===== config.mk =====
export PLATFORM = sky130hd
export DESIGN_NAME = serial_control_reg
export DESIGN_NICKNAME = d
export VERILOG_FILES = /design/src/design/serial_ctrl_pkg.sv /design/src/design/serial_sync2.sv /design/src/design/serial_control_reg.sv
export SDC_FILE = /design/constraint.sdc
export NUM_CORES = 1
export LEC_CHECK = 0
export BUFFER_PORTS_ARGS = -buffer_cell sky130_fd_sc_hd__buf_4
export CORE_ASPECT_RATIO = 1.1
export CORE_MARGIN = 5
export CORE_UTILIZATION = 45
export DETAILED_ROUTE_END_ITERATION = 16
export HOLD_SLACK_MARGIN = 0.1
export PLACE_DENSITY = 0.76
export SYNTH_ARGS = -nofsm -noshare
export SYNTH_HDL_FRONTEND = slang
export SYNTH_SLANG_ARGS = --single-unit

===== constraint.sdc =====
create_clock -name clk_i -period 2.1 [get_ports clk_i]
set_input_delay 0.315 -clock clk_i [delete_from_list [all_inputs] [get_ports clk_i]]
set_output_delay 0.315 -clock clk_i [all_outputs]
set_load 0.05 [all_outputs]

===== src/design/serial_ctrl_pkg.sv =====
// package: register map, field positions, reset values and carrier structs of the serial control block
// Contract
// - tx_irq_on gates the transmit-empty request
// - rx_irq_on gates receive-full and receive-error requests
// - transmit only while send_on set
// - receive only while rx_on set
// - address wait needs multiprocessor format, async mode
// - address wait drops mpb-zero frames, no flags
// - mpb-one frame clears address wait itself
// - tx_done_irq_on gates the transmit-end request
// - async 00: internal clock, pin is port
// - async 01: internal clock, bit-rate clock out
// - async 1X: pin clock at sixteen times
// - sync 0X: internal clock driven on pin
// - sync 1X: pin clock input from outside
// - sync_select chooses async or synchronous mode
// - multiprocessor format ignores parity settings
// - tx_empty_flag held set while send_on clear
package serial_ctrl_pkg;
   // axi4-lite byte addresses
   localparam logic [3:0] SERIAL_CONTROL_ADDR = 4'h0;
   localparam logic [3:0] MODE_ADDR = 4'h4;
   localparam logic [3:0] IRQ_STATUS_ADDR = 4'h8;
   localparam logic [3:0] IRQ_MASK_ADDR = 4'hC;
   // serial_control field positions
   localparam int TX_IRQ_ON_BIT = 7;
   localparam int RX_IRQ_ON_BIT = 6;
   localparam int SEND_ON_BIT = 5;
   localparam int RX_ON_BIT = 4;
   localparam int ADDR_FILTER_WAIT_BIT = 3;
   localparam int TX_DONE_IRQ_ON_BIT = 2;
   localparam int CLOCK_SOURCE_SEL_BIT = 1;
   localparam int CLOCK_SOURCE_SEL_LOW_BIT = 0;
   // mode register fields (sync_select, multi_proc_format_on, parity_on)
   localparam int SYNC_SELECT_BIT = 7;
   localparam int PARITY_ON_BIT = 5;
   localparam int MULTI_PROC_FORMAT_ON_BIT = 2;
   localparam logic [7:0] SERIAL_CONTROL_RST = 8'h00;
   localparam logic [7:0] MODE_RST = 8'h00;
   localparam logic [3:0] IRQ_STATUS_RST = 4'h0;
   localparam logic [3:0] IRQ_MASK_RST = 4'h0;
   // irq status bit positions: one per request
   localparam int EV_TX_EMPTY = 0;
   localparam int EV_RX_FULL = 1;
   localparam int EV_RX_ERROR = 2;
   localparam int EV_TX_DONE = 3;
   // bit-rate clock divider: half the internal bit period in clk_i cycles
   localparam int CLK_HZ = 50000000;
   localparam int BIT_RATE_HZ = 1000000;
   localparam logic [7:0] HALF_BIT_CYCLES = 8'(CLK_HZ / BIT_RATE_HZ / 2);
   localparam logic [1:0] AXI_OKAY = 2'h0;
   localparam logic [1:0] AXI_SLVERR = 2'h2;

   // events from the receive datapath
   typedef struct packed {
      logic frame_done;
      logic mpb;
      logic data_ok;
      logic framing_err;
      logic overrun;
   } rx_event_s;

   // status conditions from the shift datapath
   typedef struct packed {
      logic tx_empty_cond;
      logic tx_done_cond;
   } tx_status_s;

   typedef struct packed {
      logic tx_empty_irq;
      logic rx_full_irq;
      logic rx_error_irq;
      logic tx_done_irq;
   } irq_req_s;
endpackage


===== src/design/serial_sync2.sv =====
// module: two flip-flop synchroniser for one pin level
`timescale 1ns/100ps
module serial_sync2 (
   // clock and reset
   input wire logic clk_i,
   input wire logic sys_rst_i,
   // level
   input wire logic d_i,
   output logic q_o
);
   logic [1:0] stage_q;

   always_ff @(posedge clk_i or posedge sys_rst_i) begin
      if (sys_rst_i) begin
         stage_q <= 2'h0;
      end else begin
         stage_q <= {stage_q[0], d_i};
      end
   end

   assign q_o = stage_q[1];
endmodule // serial_sync2


===== src/design/serial_control_reg.sv =====
// module: serial control register with axi4-lite slave, clock pin steering and interrupt gating
//
// Register access over AXI4-Lite and the register addresses were decided locally.
`timescale 1ns/100ps
module serial_control_reg (
   // clock and reset
   input wire logic clk_i,
   input wire logic sys_rst_i,
   // axi4-lite slave
   input wire logic [3:0] s_awaddr_i,
   input wire logic s_awvalid_i,
   output logic s_awready_o,
   input wire logic [31:0] s_wdata_i,
   input wire logic [3:0] s_wstrb_i,
   input wire logic s_wvalid_i,
   output logic s_wready_o,
   output logic [1:0] s_bresp_o,
   output logic s_bvalid_o,
   input wire logic s_bready_i,
   input wire logic [3:0] s_araddr_i,
   input wire logic s_arvalid_i,
   output logic s_arready_o,
   output logic [31:0] s_rdata_o,
   output logic [1:0] s_rresp_o,
   output logic s_rvalid_o,
   input wire logic s_rready_i,
   // datapath side
   input wire serial_ctrl_pkg::rx_event_s rx_event_i,
   input wire serial_ctrl_pkg::tx_status_s tx_status_i,
   output logic tx_run_o,
   output logic rx_run_o,
   output logic rx_accept_o,
   output logic parity_active_o,
   output logic tx_empty_force_o,
   output logic ext_clk_x16_o,
   output logic ext_clk_sync_o,
   output logic ext_clk_tick_o,
   output logic bit_tick_o,
   // flag set strobes to the status register
   output logic rx_full_set_o,
   output logic framing_error_set_o,
   output logic overrun_set_o,
   // serial clock pin (two-way)
   input wire logic serial_clock_pin_i,
   output logic serial_clock_pin_o,
   output logic serial_clock_pin_oe_o,
   output logic port_mode_o,
   // interrupts
   output serial_ctrl_pkg::irq_req_s irq_req_o,
   output logic irq_o
);
   import serial_ctrl_pkg::*;

   typedef struct packed {
      logic [7:0] ctrl;
      logic [7:0] mode;
      logic [3:0] irq_status;
      logic [3:0] irq_mask;
      logic aw_held;
      logic [3:0] aw_addr;
      logic w_held;
      logic [31:0] w_data;
      logic [3:0] w_strb;
      logic bvalid;
      logic [1:0] bresp;
      logic rvalid;
      logic [31:0] rdata;
      logic [1:0] rresp;
      logic [7:0] div_cnt;
      logic clk_out;
      logic bit_tick;
      logic pin_prev;
      logic pin_rise;
      irq_req_s req_prev;
      logic rx_full_set;
      logic framing_set;
      logic overrun_set;
   } state_s;

   state_s s_q;
   state_s s_d;
   logic pin_sync;
   logic async_mode;
   logic ext_clk;
   logic mp_wait_active;
   logic wr_fire;
   logic [3:0] wr_addr;
   logic [7:0] wr_byte;
   logic [3:0] wr_low;
   irq_req_s req;

   serial_sync2 pin_sync_u (
      .clk_i(clk_i),
      .sys_rst_i(sys_rst_i),
      .d_i(serial_clock_pin_i),
      .q_o(pin_sync)
   );

   assign async_mode = ~s_q.mode[SYNC_SELECT_BIT];
   assign ext_clk = s_q.ctrl[CLOCK_SOURCE_SEL_BIT];
   // wait only counts in async multiprocessor format
   assign mp_wait_active = s_q.ctrl[ADDR_FILTER_WAIT_BIT] & async_mode
      & s_q.mode[MULTI_PROC_FORMAT_ON_BIT];

   // requests are pure gates of condition and enable, so they drop with either
   always_comb begin
      req.tx_empty_irq = tx_status_i.tx_empty_cond & s_q.ctrl[TX_IRQ_ON_BIT];
      req.rx_full_irq = s_q.rx_full_set & s_q.ctrl[RX_IRQ_ON_BIT];
      req.rx_error_irq = (s_q.framing_set | s_q.overrun_set)
         & s_q.ctrl[RX_IRQ_ON_BIT];
      req.tx_done_irq = tx_status_i.tx_done_cond & s_q.ctrl[TX_DONE_IRQ_ON_BIT];
   end

   assign wr_fire = (s_q.aw_held | s_awvalid_i) & (s_q.w_held | s_wvalid_i) & ~s_q.bvalid;
   assign wr_addr = s_q.aw_held ? s_q.aw_addr : s_awaddr_i;
   assign wr_byte = s_q.w_held ? s_q.w_data[7:0] : s_wdata_i[7:0];
   assign wr_low = s_q.w_held ? s_q.w_strb : s_wstrb_i;

   always_comb begin
      logic [3:0] events;
      events = 4'h0;
      s_d = s_q;
      s_d.bit_tick = 1'b0;
      s_d.rx_full_set = 1'b0;
      s_d.framing_set = 1'b0;
      s_d.overrun_set = 1'b0;
      s_d.req_prev = req;
      // write channels are taken independently, then joined
      if (s_awvalid_i && !s_q.aw_held && !wr_fire) begin
         s_d.aw_held = 1'b1;
         s_d.aw_addr = s_awaddr_i;
      end
      if (s_wvalid_i && !s_q.w_held && !wr_fire) begin
         s_d.w_held = 1'b1;
         s_d.w_data = s_wdata_i;
         s_d.w_strb = s_wstrb_i;
      end
      // receive frame handling
      if (rx_event_i.frame_done && s_q.ctrl[RX_ON_BIT]) begin
         if (mp_wait_active && !rx_event_i.mpb) begin
            // frame skipped: no flag strobes at all
         end else begin
            if (mp_wait_active) begin
               s_d.ctrl[ADDR_FILTER_WAIT_BIT] = 1'b0;
            end
            s_d.rx_full_set = rx_event_i.data_ok & ~rx_event_i.overrun;
            s_d.framing_set = rx_event_i.framing_err;
            s_d.overrun_set = rx_event_i.overrun;
         end
      end
      // interrupt status: rising edges of each request
      events = {req.tx_done_irq & ~s_q.req_prev.tx_done_irq,
                req.rx_error_irq & ~s_q.req_prev.rx_error_irq,
                req.rx_full_irq & ~s_q.req_prev.rx_full_irq,
                req.tx_empty_irq & ~s_q.req_prev.tx_empty_irq};
      if (wr_fire) begin
         s_d.aw_held = 1'b0;
         s_d.w_held = 1'b0;
         s_d.bvalid = 1'b1;
         s_d.bresp = AXI_OKAY;
         case (wr_addr)
            SERIAL_CONTROL_ADDR: begin
               if (wr_low[0]) begin
                  // a hardware clear of address wait in this cycle is overwritten by the software write
                  s_d.ctrl = wr_byte;
                  if (!wr_byte[ADDR_FILTER_WAIT_BIT]) begin
                     s_d.ctrl[ADDR_FILTER_WAIT_BIT] = 1'b0;
                  end
               end
            end
            MODE_ADDR: begin
               if (wr_low[0]) begin
                  s_d.mode = wr_byte;
               end
            end
            IRQ_STATUS_ADDR: begin
               if (wr_low[0]) begin
                  s_d.irq_status = s_q.irq_status & ~wr_byte[3:0];
               end
            end
            IRQ_MASK_ADDR: begin
               if (wr_low[0]) begin
                  s_d.irq_mask = wr_byte[3:0];
               end
            end
            default: begin
               s_d.bresp = AXI_SLVERR;
            end
         endcase
      end
      // set wins over a clearing write in the same cycle
      s_d.irq_status = s_d.irq_status | events;
      if (s_q.bvalid && s_bready_i) begin
         s_d.bvalid = 1'b0;
      end
      if (s_q.rvalid && s_rready_i) begin
         s_d.rvalid = 1'b0;
      end
      if (s_arvalid_i && !s_q.rvalid) begin
         s_d.rvalid = 1'b1;
         s_d.rresp = AXI_OKAY;
         s_d.rdata = 32'h0;
         case (s_araddr_i)
            SERIAL_CONTROL_ADDR: s_d.rdata[7:0] = s_q.ctrl;
            MODE_ADDR: s_d.rdata[7:0] = s_q.mode;
            IRQ_STATUS_ADDR: s_d.rdata[3:0] = s_q.irq_status;
            IRQ_MASK_ADDR: s_d.rdata[3:0] = s_q.irq_mask;
            default: s_d.rresp = AXI_SLVERR;
         endcase
      end
      // internal bit-rate clock, half period per toggle
      if (s_q.div_cnt == 8'h0) begin
         s_d.div_cnt = HALF_BIT_CYCLES - 8'h1;
         s_d.clk_out = ~s_q.clk_out;
         s_d.bit_tick = s_q.clk_out;
      end else begin
         s_d.div_cnt = s_q.div_cnt - 8'h1;
      end
      // external clock edge finder, reads only the synchronised level
      s_d.pin_prev = pin_sync;
      s_d.pin_rise = pin_sync & ~s_q.pin_prev;
   end

   always_ff @(posedge clk_i or posedge sys_rst_i) begin
      if (sys_rst_i) begin
         s_q <= '0;
         s_q.ctrl <= SERIAL_CONTROL_RST;
         s_q.mode <= MODE_RST;
         s_q.irq_status <= IRQ_STATUS_RST;
         s_q.irq_mask <= IRQ_MASK_RST;
      end else begin
         s_q <= s_d;
      end
   end

   assign s_awready_o = ~s_q.aw_held & ~s_q.bvalid;
   assign s_wready_o = ~s_q.w_held & ~s_q.bvalid;
   assign s_bvalid_o = s_q.bvalid;
   assign s_bresp_o = s_q.bresp;
   assign s_arready_o = ~s_q.rvalid;
   assign s_rvalid_o = s_q.rvalid;
   assign s_rdata_o = s_q.rdata;
   assign s_rresp_o = s_q.rresp;

   assign tx_run_o = s_q.ctrl[SEND_ON_BIT];
   assign rx_run_o = s_q.ctrl[RX_ON_BIT];
   assign tx_empty_force_o = ~s_q.ctrl[SEND_ON_BIT];
   // parity ignored in multiprocessor format
   assign parity_active_o = s_q.mode[PARITY_ON_BIT] & async_mode
      & ~s_q.mode[MULTI_PROC_FORMAT_ON_BIT];
   assign rx_accept_o = ~mp_wait_active;
   assign rx_full_set_o = s_q.rx_full_set;
   assign framing_error_set_o = s_q.framing_set;
   assign overrun_set_o = s_q.overrun_set;

   // pin steering: async 00 port, async 01 clock out, sync 0X clock out, 1X input
   assign port_mode_o = async_mode & ~ext_clk
      & ~s_q.ctrl[CLOCK_SOURCE_SEL_LOW_BIT];
   assign serial_clock_pin_oe_o = ~ext_clk & (~async_mode
      | s_q.ctrl[CLOCK_SOURCE_SEL_LOW_BIT]);
   assign serial_clock_pin_o = s_q.clk_out & serial_clock_pin_oe_o;
   assign ext_clk_x16_o = ext_clk & async_mode;
   assign ext_clk_sync_o = ext_clk & ~async_mode;
   assign ext_clk_tick_o = s_q.pin_rise & ext_clk;
   assign bit_tick_o = s_q.bit_tick & ~ext_clk;

   assign irq_req_o = req;
   assign irq_o = |(s_q.irq_status & s_q.irq_mask);

   AST_TX_REQ_GATE: assert property (@(posedge clk_i) disable iff (sys_rst_i)
      !s_q.ctrl[TX_IRQ_ON_BIT] |-> !irq_req_o.tx_empty_irq)
      else $error("tx empty request while disabled");
   AST_RX_REQ_GATE: assert property (@(posedge clk_i) disable iff (sys_rst_i)
      !s_q.ctrl[RX_IRQ_ON_BIT] |-> !(irq_req_o.rx_full_irq | irq_req_o.rx_error_irq))
      else $error("receive request while disabled");
   // a control write must land in the run and force outputs on the next cycle
   AST_TX_RUN: assert property (@(posedge clk_i) disable iff (sys_rst_i)
      (wr_fire && wr_addr == SERIAL_CONTROL_ADDR && wr_low[0])
      |=> (tx_run_o == $past(wr_byte[SEND_ON_BIT]) && tx_empty_force_o == !tx_run_o))
      else $error("transmit run mismatch");
   AST_RX_OFF_NO_FLAG: assert property (@(posedge clk_i) disable iff (sys_rst_i)
      (rx_event_i.frame_done && !rx_run_o) |=> !(rx_full_set_o | framing_error_set_o))
      else $error("flag set with receiver off");
   AST_SKIP_FRAME: assert property (@(posedge clk_i) disable iff (sys_rst_i)
      (rx_event_i.frame_done && mp_wait_active && !rx_event_i.mpb)
      |=> !(rx_full_set_o | framing_error_set_o | overrun_set_o))
      else $error("skipped frame set a flag");
   AST_WAIT_CLEAR: assert property (@(posedge clk_i) disable iff (sys_rst_i)
      (rx_event_i.frame_done && rx_run_o && mp_wait_active && rx_event_i.mpb && !wr_fire)
      |=> !s_q.ctrl[ADDR_FILTER_WAIT_BIT])
      else $error("address wait not cleared");
   AST_TXDONE_GATE: assert property (@(posedge clk_i) disable iff (sys_rst_i)
      irq_req_o.tx_done_irq |-> (tx_status_i.tx_done_cond && s_q.ctrl[TX_DONE_IRQ_ON_BIT]))
      else $error("tx done request without cause");
   AST_PIN_PORT: assert property (@(posedge clk_i) disable iff (sys_rst_i)
      port_mode_o |-> !serial_clock_pin_oe_o)
      else $error("pin driven in port mode");
   AST_PIN_OUT: assert property (@(posedge clk_i) disable iff (sys_rst_i)
      (!ext_clk && (!async_mode || s_q.ctrl[CLOCK_SOURCE_SEL_LOW_BIT]))
      |-> serial_clock_pin_oe_o)
      else $error("clock not driven out");
   AST_PIN_IN: assert property (@(posedge clk_i) disable iff (sys_rst_i)
      ext_clk |-> (!serial_clock_pin_oe_o && !bit_tick_o))
      else $error("pin driven with external clock");
endmodule // serial_control_reg


==> Word level (Yosys, flattened, before mapping) <==
Cells that the tools add are included.
{ "classes": {"n_addsub": 1, "eq_ne": 6, "mux": 31, "bitwise": 51, "reduce_logical": 27} }
{ "op_table": {"columns": ["operator", "n"], "rows": [
  ["37-bit two-way mux", 1],
  ["35-bit two-way mux", 1],
  ["8-bit two-way mux", 4],
  ["4-bit two-way mux", 7],
  ["1-bit AND", 26],
  ["21-bit two-way mux", 1],
  ["1-bit NOT", 17],
  ["4-bit equality test (second input constant)", 4],
  ["4-bit case mux with 4 select lines", 1],
  ["4-bit OR reduction", 3],
  ["1-bit logical AND", 9],
  ["1-bit two-way mux", 9],
  ["3-bit two-way mux", 3],
  ["3-bit AND reduction", 3],
  ["4-bit AND", 2],
  ["4-bit by 3-bit equality test with 1-bit output (second input constant)", 2],
  ["4-bit logical NOT", 2],
  ["8-bit logical NOT", 1],
  ["4-bit case mux with 2 select lines", 1],
  ["2-bit nonzero test", 4],
  ["8-bit by 1-bit subtractor with 8-bit output (second input constant)", 1],
  ["1-bit logical NOT", 5],
  ["5-bit two-way mux", 1],
  ["2-bit two-way mux", 2],
  ["other kinds (3)", 6]
]} }
{ "word_totals": {"ff_bits": 101, "in_bits": 59, "out_inout_bits": 61, "elab_cells": 144} }

==> Depth between registers and ports, before layout <==
{ "logic_depth": {"ltp_word": 10, "ltp_mapped": 5, "depth_no_buf": 5} }

==> Cells and area by module <==
A second synthesis with hierarchy kept.
{ "unflattened": {"cells_unflattened": 292, "area_unflattened_um2": 3520.9} }
{ "modules_own_cells": {"columns": ["mod", "n_inst", "cells_each", "area_per_inst_um2", "seq_area_each_um2"], "rows": [
  ["serial_control_reg", 1, 289, 3467.1, 1751.7],
  ["serial_sync2", 1, 3, 53.8, 50.0]
]} }

==> Least setup slack after synthesis <==
OpenSTA, ideal clock, no wires.
{ "synth_timing": {"path_kind": "reg-to-reg", "start": "register s_q (netlist bit s_bvalid_o)", "end": "register s_q[100] (netlist bit)", "setup_time_ns": 0.125, "arrival_time_ns": 1.881, "required_ns": 1.975, "setup_slack_ns": 0.094, "path_stages_with_launch": 5, "path_buffers": 0, "period_less_slack_ns": 2.006, "path_cell_list": "dfrtp_1 -> o21ba_4 -> o21ai_2 -> or4b_4 -> mux2_4"} }
{ "synth_between": {"elab_chain_cells": 3} }
{ "synth_rtl": {"columns": ["item", "line", "rtl"], "rows": [
  ["start: declaration", "serial_control_reg.sv:80", "state_s s_q;"],
  ["1-bit NOT", "serial_control_reg.sv:114", "assign wr_fire = (s_q.aw_held | s_awvalid_i) & (s_q.w_held | s_wvalid_i) & ~s_q.bvalid;"],
  ["1-bit AND", "serial_control_reg.sv:114", null],
  ["3-bit AND reduction (no source line)", null, null]
]} }
Every way passes these cells.
A chain may end at the register's enable or synchronous reset.

==> Worst setup path after layout <==
{ "layout_timing": {"start": "register s_q[98] (netlist bit)", "end": "register s_q[102] (netlist bit)"} }
{ "layout_between": {"elab_chain_cells": 4, "word_cells_on_any_way": 6, "cone_classes": "1 x eq/ne; 1 x mux; 3 x bitwise; 1 x reduce/logical"} }
{ "layout_rtl": {"columns": ["item", "line"], "rows": [
  ["1-bit OR", "serial_control_reg.sv:114"],
  ["1-bit AND (2 in series)", "serial_control_reg.sv:114"],
  ["3-bit AND reduction (no source line) (*)", null]
]} }
Mark *: on every way between the ends. The rest lies on a longest branch, timed or not.

==> impl_metrics.py <==
metrics = {
    "synth": {
        "netlist_area_um2": 3500,
        "syn_inst": 290,
        "yosysSeqAreaShare_pct": 51.48,
        "synthTopCellsByCount": "dfrtp_1 (72), buf_4 (41), mux2_2 (38), nor2_1 (19), inv_1 (17)",
        "ys_warn_count": 0,
        "synth.most_common_cell": "dfrtp_1",
        "synth_seq_cells": 72,
        "synth_area_per_cell_um2": 12.07,
        "synth_cell_types": 45,
        "synth_edf_count": 0,
        "yosysTopAreaCellShare_pct": 51.48,
        "yosysTopAreaCell": "dfrtp_1",
        "ys_top_cells_by_area": "dfrtp_1 (51%), mux2_2 (12%), buf_4 (8.8%)",
        "synth_ff_type": "dfrtp_1",
        "synth-async-reset-ratio_pct": 100.0,
    },
    "routing": {
        "routedWlPerCell_um": 15.16,
        "top_layer_used": "met4",
        "dr_wl_met2_um": 3220,
        "met3_length_um": 443,
        "drt_iter0_drc": 121,
        "drcViolationCount": 0,
        "met1Wirelength_um": 3224,
        "routed_via_density": 4.892,
        "num_vias": 2270,
        "antenna_left": 0,
        "wirelength_um": 7034,
        "firstDrtPassIters": 4,
    },
    "die": {
        "die_area_um2": 9642,
        "die_h_um": 102.5,
        "ios": 120,
        "rows": 33,
        "die_w_um": 94.08,
        "start_util_pct": 46.57,
        "core-area_um2": 7515,
    },
    "cts": {
        "clkLatencyLatePin_ps": 340,
        "cts.path.max_buffers": 2,
        "numClockSinks": 72,
        "htree_num_levels": 3,
        "tritoncts": "built",
        "cts_made_buffers": 9,
        "clk_pin_slew_ps": 70,
        "clockRootBuffer": "clkbuf_8",
        "cts_hold_buf": 2,
        "postCtsSetupBuffers": 0,
        "cts_resized": 0,
    },
    "sta": {
        "period_share_pct": 90.58,
        "rsz0062_at_grt": "false",
        "finClkSkew_ps": 10.45,
        "drv_slew": 0,
        "hold_viol": 0,
        "min_period_ps": 1902,
        "max_freq_mhz": 525.7,
        "relSlewSlack_pct": 54.57,
        "tightestPinTransition_ps": 680.1,
        "setup_viol": 0,
        "setup-tns-final_ps": 0,
    },
    "power_and_ir_drop": {
        "cellInternalPower_mw": 3.461,
        "p_switching_mw": 2.227,
        "p_seq_share_pct": 36.4,
        "netSwitchingFraction_pct": 39.15,
        "combPwrFrac_pct": 40.3,
        "finalPower_mw": 5.689,
        "clkPwrFrac_pct": 23.3,
        "ir_worst_vdd_mv": 0.8478,
        "p_leak_nw": 2.108,
        "powerDensity_nw_per_um2": 1350,
    },
    "outcome": {
        "status": "complete, no violations",
    },
    "global_route": {
        "grt_usage_pct": 15.52,
        "grt_pass1_vias": 2290,
        "grt_pass1_wl_um": 11480,
        "grt_max_degree": 31,
        "grt-ovfl-total": 0,
        "grt_antenna_before_repair": 0,
    },
    "worst_setup_path": {
        "cp.required_ps": 2320,
        "arrival_ps": 2130,
        "rrSetupSlack_ps": 200,
        "crit_path_end_kind": "flip-flop",
        "crit_type": "flip-flop to flip-flop",
        "worstSetupStartpointType": "flip-flop",
        "cp_max_fo": 7,
    },
    "cells_and_area": {
        "antenna_cells": 0,
        "synthToLayoutAreaGrowth_pct": 20.38,
        "final_nets": 414,
        "drive_above_1_share_pct": 39.55,
        "layoutNonFillerInstCount": 464,
        "utilization_pct": 56.06,
        "fin_area_um2": 4213,
    },
    "placement": {
        "dpl_cell_area_um2": 3949,
        "gp_congestion": 0.7515,
        "portBuffers": 66,
        "place_inst": 446,
        "hpwl_um": 5336,
    },
    "run": {
        "maxCapViolations": 0,
    },
    "min_path": {
        "holdCritPathClass": "input pin to flip-flop",
    },
}
==> worst paths after layout <==
check,startpoint,endpoint,cells past startpoint
worst max-delay path,s_q[98]$_DFFE_PP0P_,s_q[102]$_DFFE_PP0P_,5
min in group asynchronous,sys_rst_i,s_q[57]$_DFFE_PP0P_,3
worst min register to register,pin_sync_u.stage_q[0]$_DFF_PP0_,pin_sync_u.stage_q[1]$_DFF_PP0_,0
worst max register to register,s_q[98]$_DFFE_PP0P_,s_q[102]$_DFFE_PP0P_,5
max in group asynchronous,sys_rst_i,s_q[8]$_DFF_PP0_,4
worst min-delay path,s_bready_i,s_bvalid_o$_DFFE_PP0P_,2
==> critical path, cell delays in order (launching register included) <==
cell and delay (ps):
dfrtp_1 460, buf_4 190, nor2b_1 180, a32oi_1 80, or4b_4 560, mux2_4 320
==> cell usage in the layout (no fill, tap or decap), types with 3 or more instances in the layout <==
cell and instances:
dfrtp_1 72, buf_4 70, mux2_2 38, conb_1 26, nor2_1 19, inv_1 16, nand2_1 13, clkbuf_8 9
nor3_1 7, mux2i_1 6, o21ai_0 6, and2_1 6, o31ai_1 4, nor2b_1 4, mux2_4 4, mux4_2 4
a22o_1 4, nand3b_1 3, a22oi_1 3, bufinv_16 3
==> metal layers <==
layer	track usage (%)	vias to the layer above
met2	23.10	74
li1	-	1071
met5	0	-
met4	6.667	0
met1	22.42	1113
met3	2.847	12
==> layout make-up <==
class | instances | area, um^2
multi-input combinational | 181 | 1403
inverter | 17 | 67.56
fill | 647 | 3302
tap | 105 | 131.4
clock buffer | 9 | 123.9
timing repair buffer | 73 | 565.5
sequential | 72 | 1802
clock inverter | 7 | 120.1
==> power groups by stage <==
| stage | Clock (mW) | Combinational (mW) | Sequential [mW] |
|---|---|---|---|
| 2_1_floorplan | 0 | 1.73 | 2.11 |
| 3_3_place_gp | 0 | 2.26 | 2.07 |
| 3_5_place_dp | 0 | 2.30 | 2.09 |
| 4_1_cts | 1.35 | 2.32 | 2.07 |
| 5_1_grt | 1.40 | 2.46 | 2.12 |
| 6_report | 1.32 | 2.29 | 2.07 |
==> state kept, by name, indices dropped and copies added, names as in the netlist <==
signal / cells
ext_clk: 1
framing_error_set_o: 1
overrun_set_o: 1
pin_sync_u.stage_q: 2
rx_full_set_o: 1
rx_run_o: 1
s_bresp_o: 1
s_bvalid_o: 1
s_q: 52
s_rdata_o: 8
s_rresp_o: 1
s_rvalid_o: 1
tx_run_o: 1
==> cell families after synthesis <==
kind of cell / after synthesis / share of synthesized area [%]
AOI/OAI and AO/OA: 35 / 7.580
adders and majority gates: 1 / 0.3575
xor gates and xnor gates: 4 / 1.001
and+or+nand+nor: 63 / 10.12
muxes: 52 / 18.23
other: 1 / 0.1072
DFF: 72 / 51.48
buffers and inverters: 62 / 11.12
==> per-stage QoR <==
stage / setup WS [ps] / hold WS [ps]
detailed placement: 214.5 / 340.2
floorplan: 94.21 / 331.2
global route: 121.3 / 154.1
CTS: 199.8 / 134.9
finish: 197.8 / 149.6
global placement: 247.0 / 336.5
Note: power is estimated with default switching activity, not from simulation.
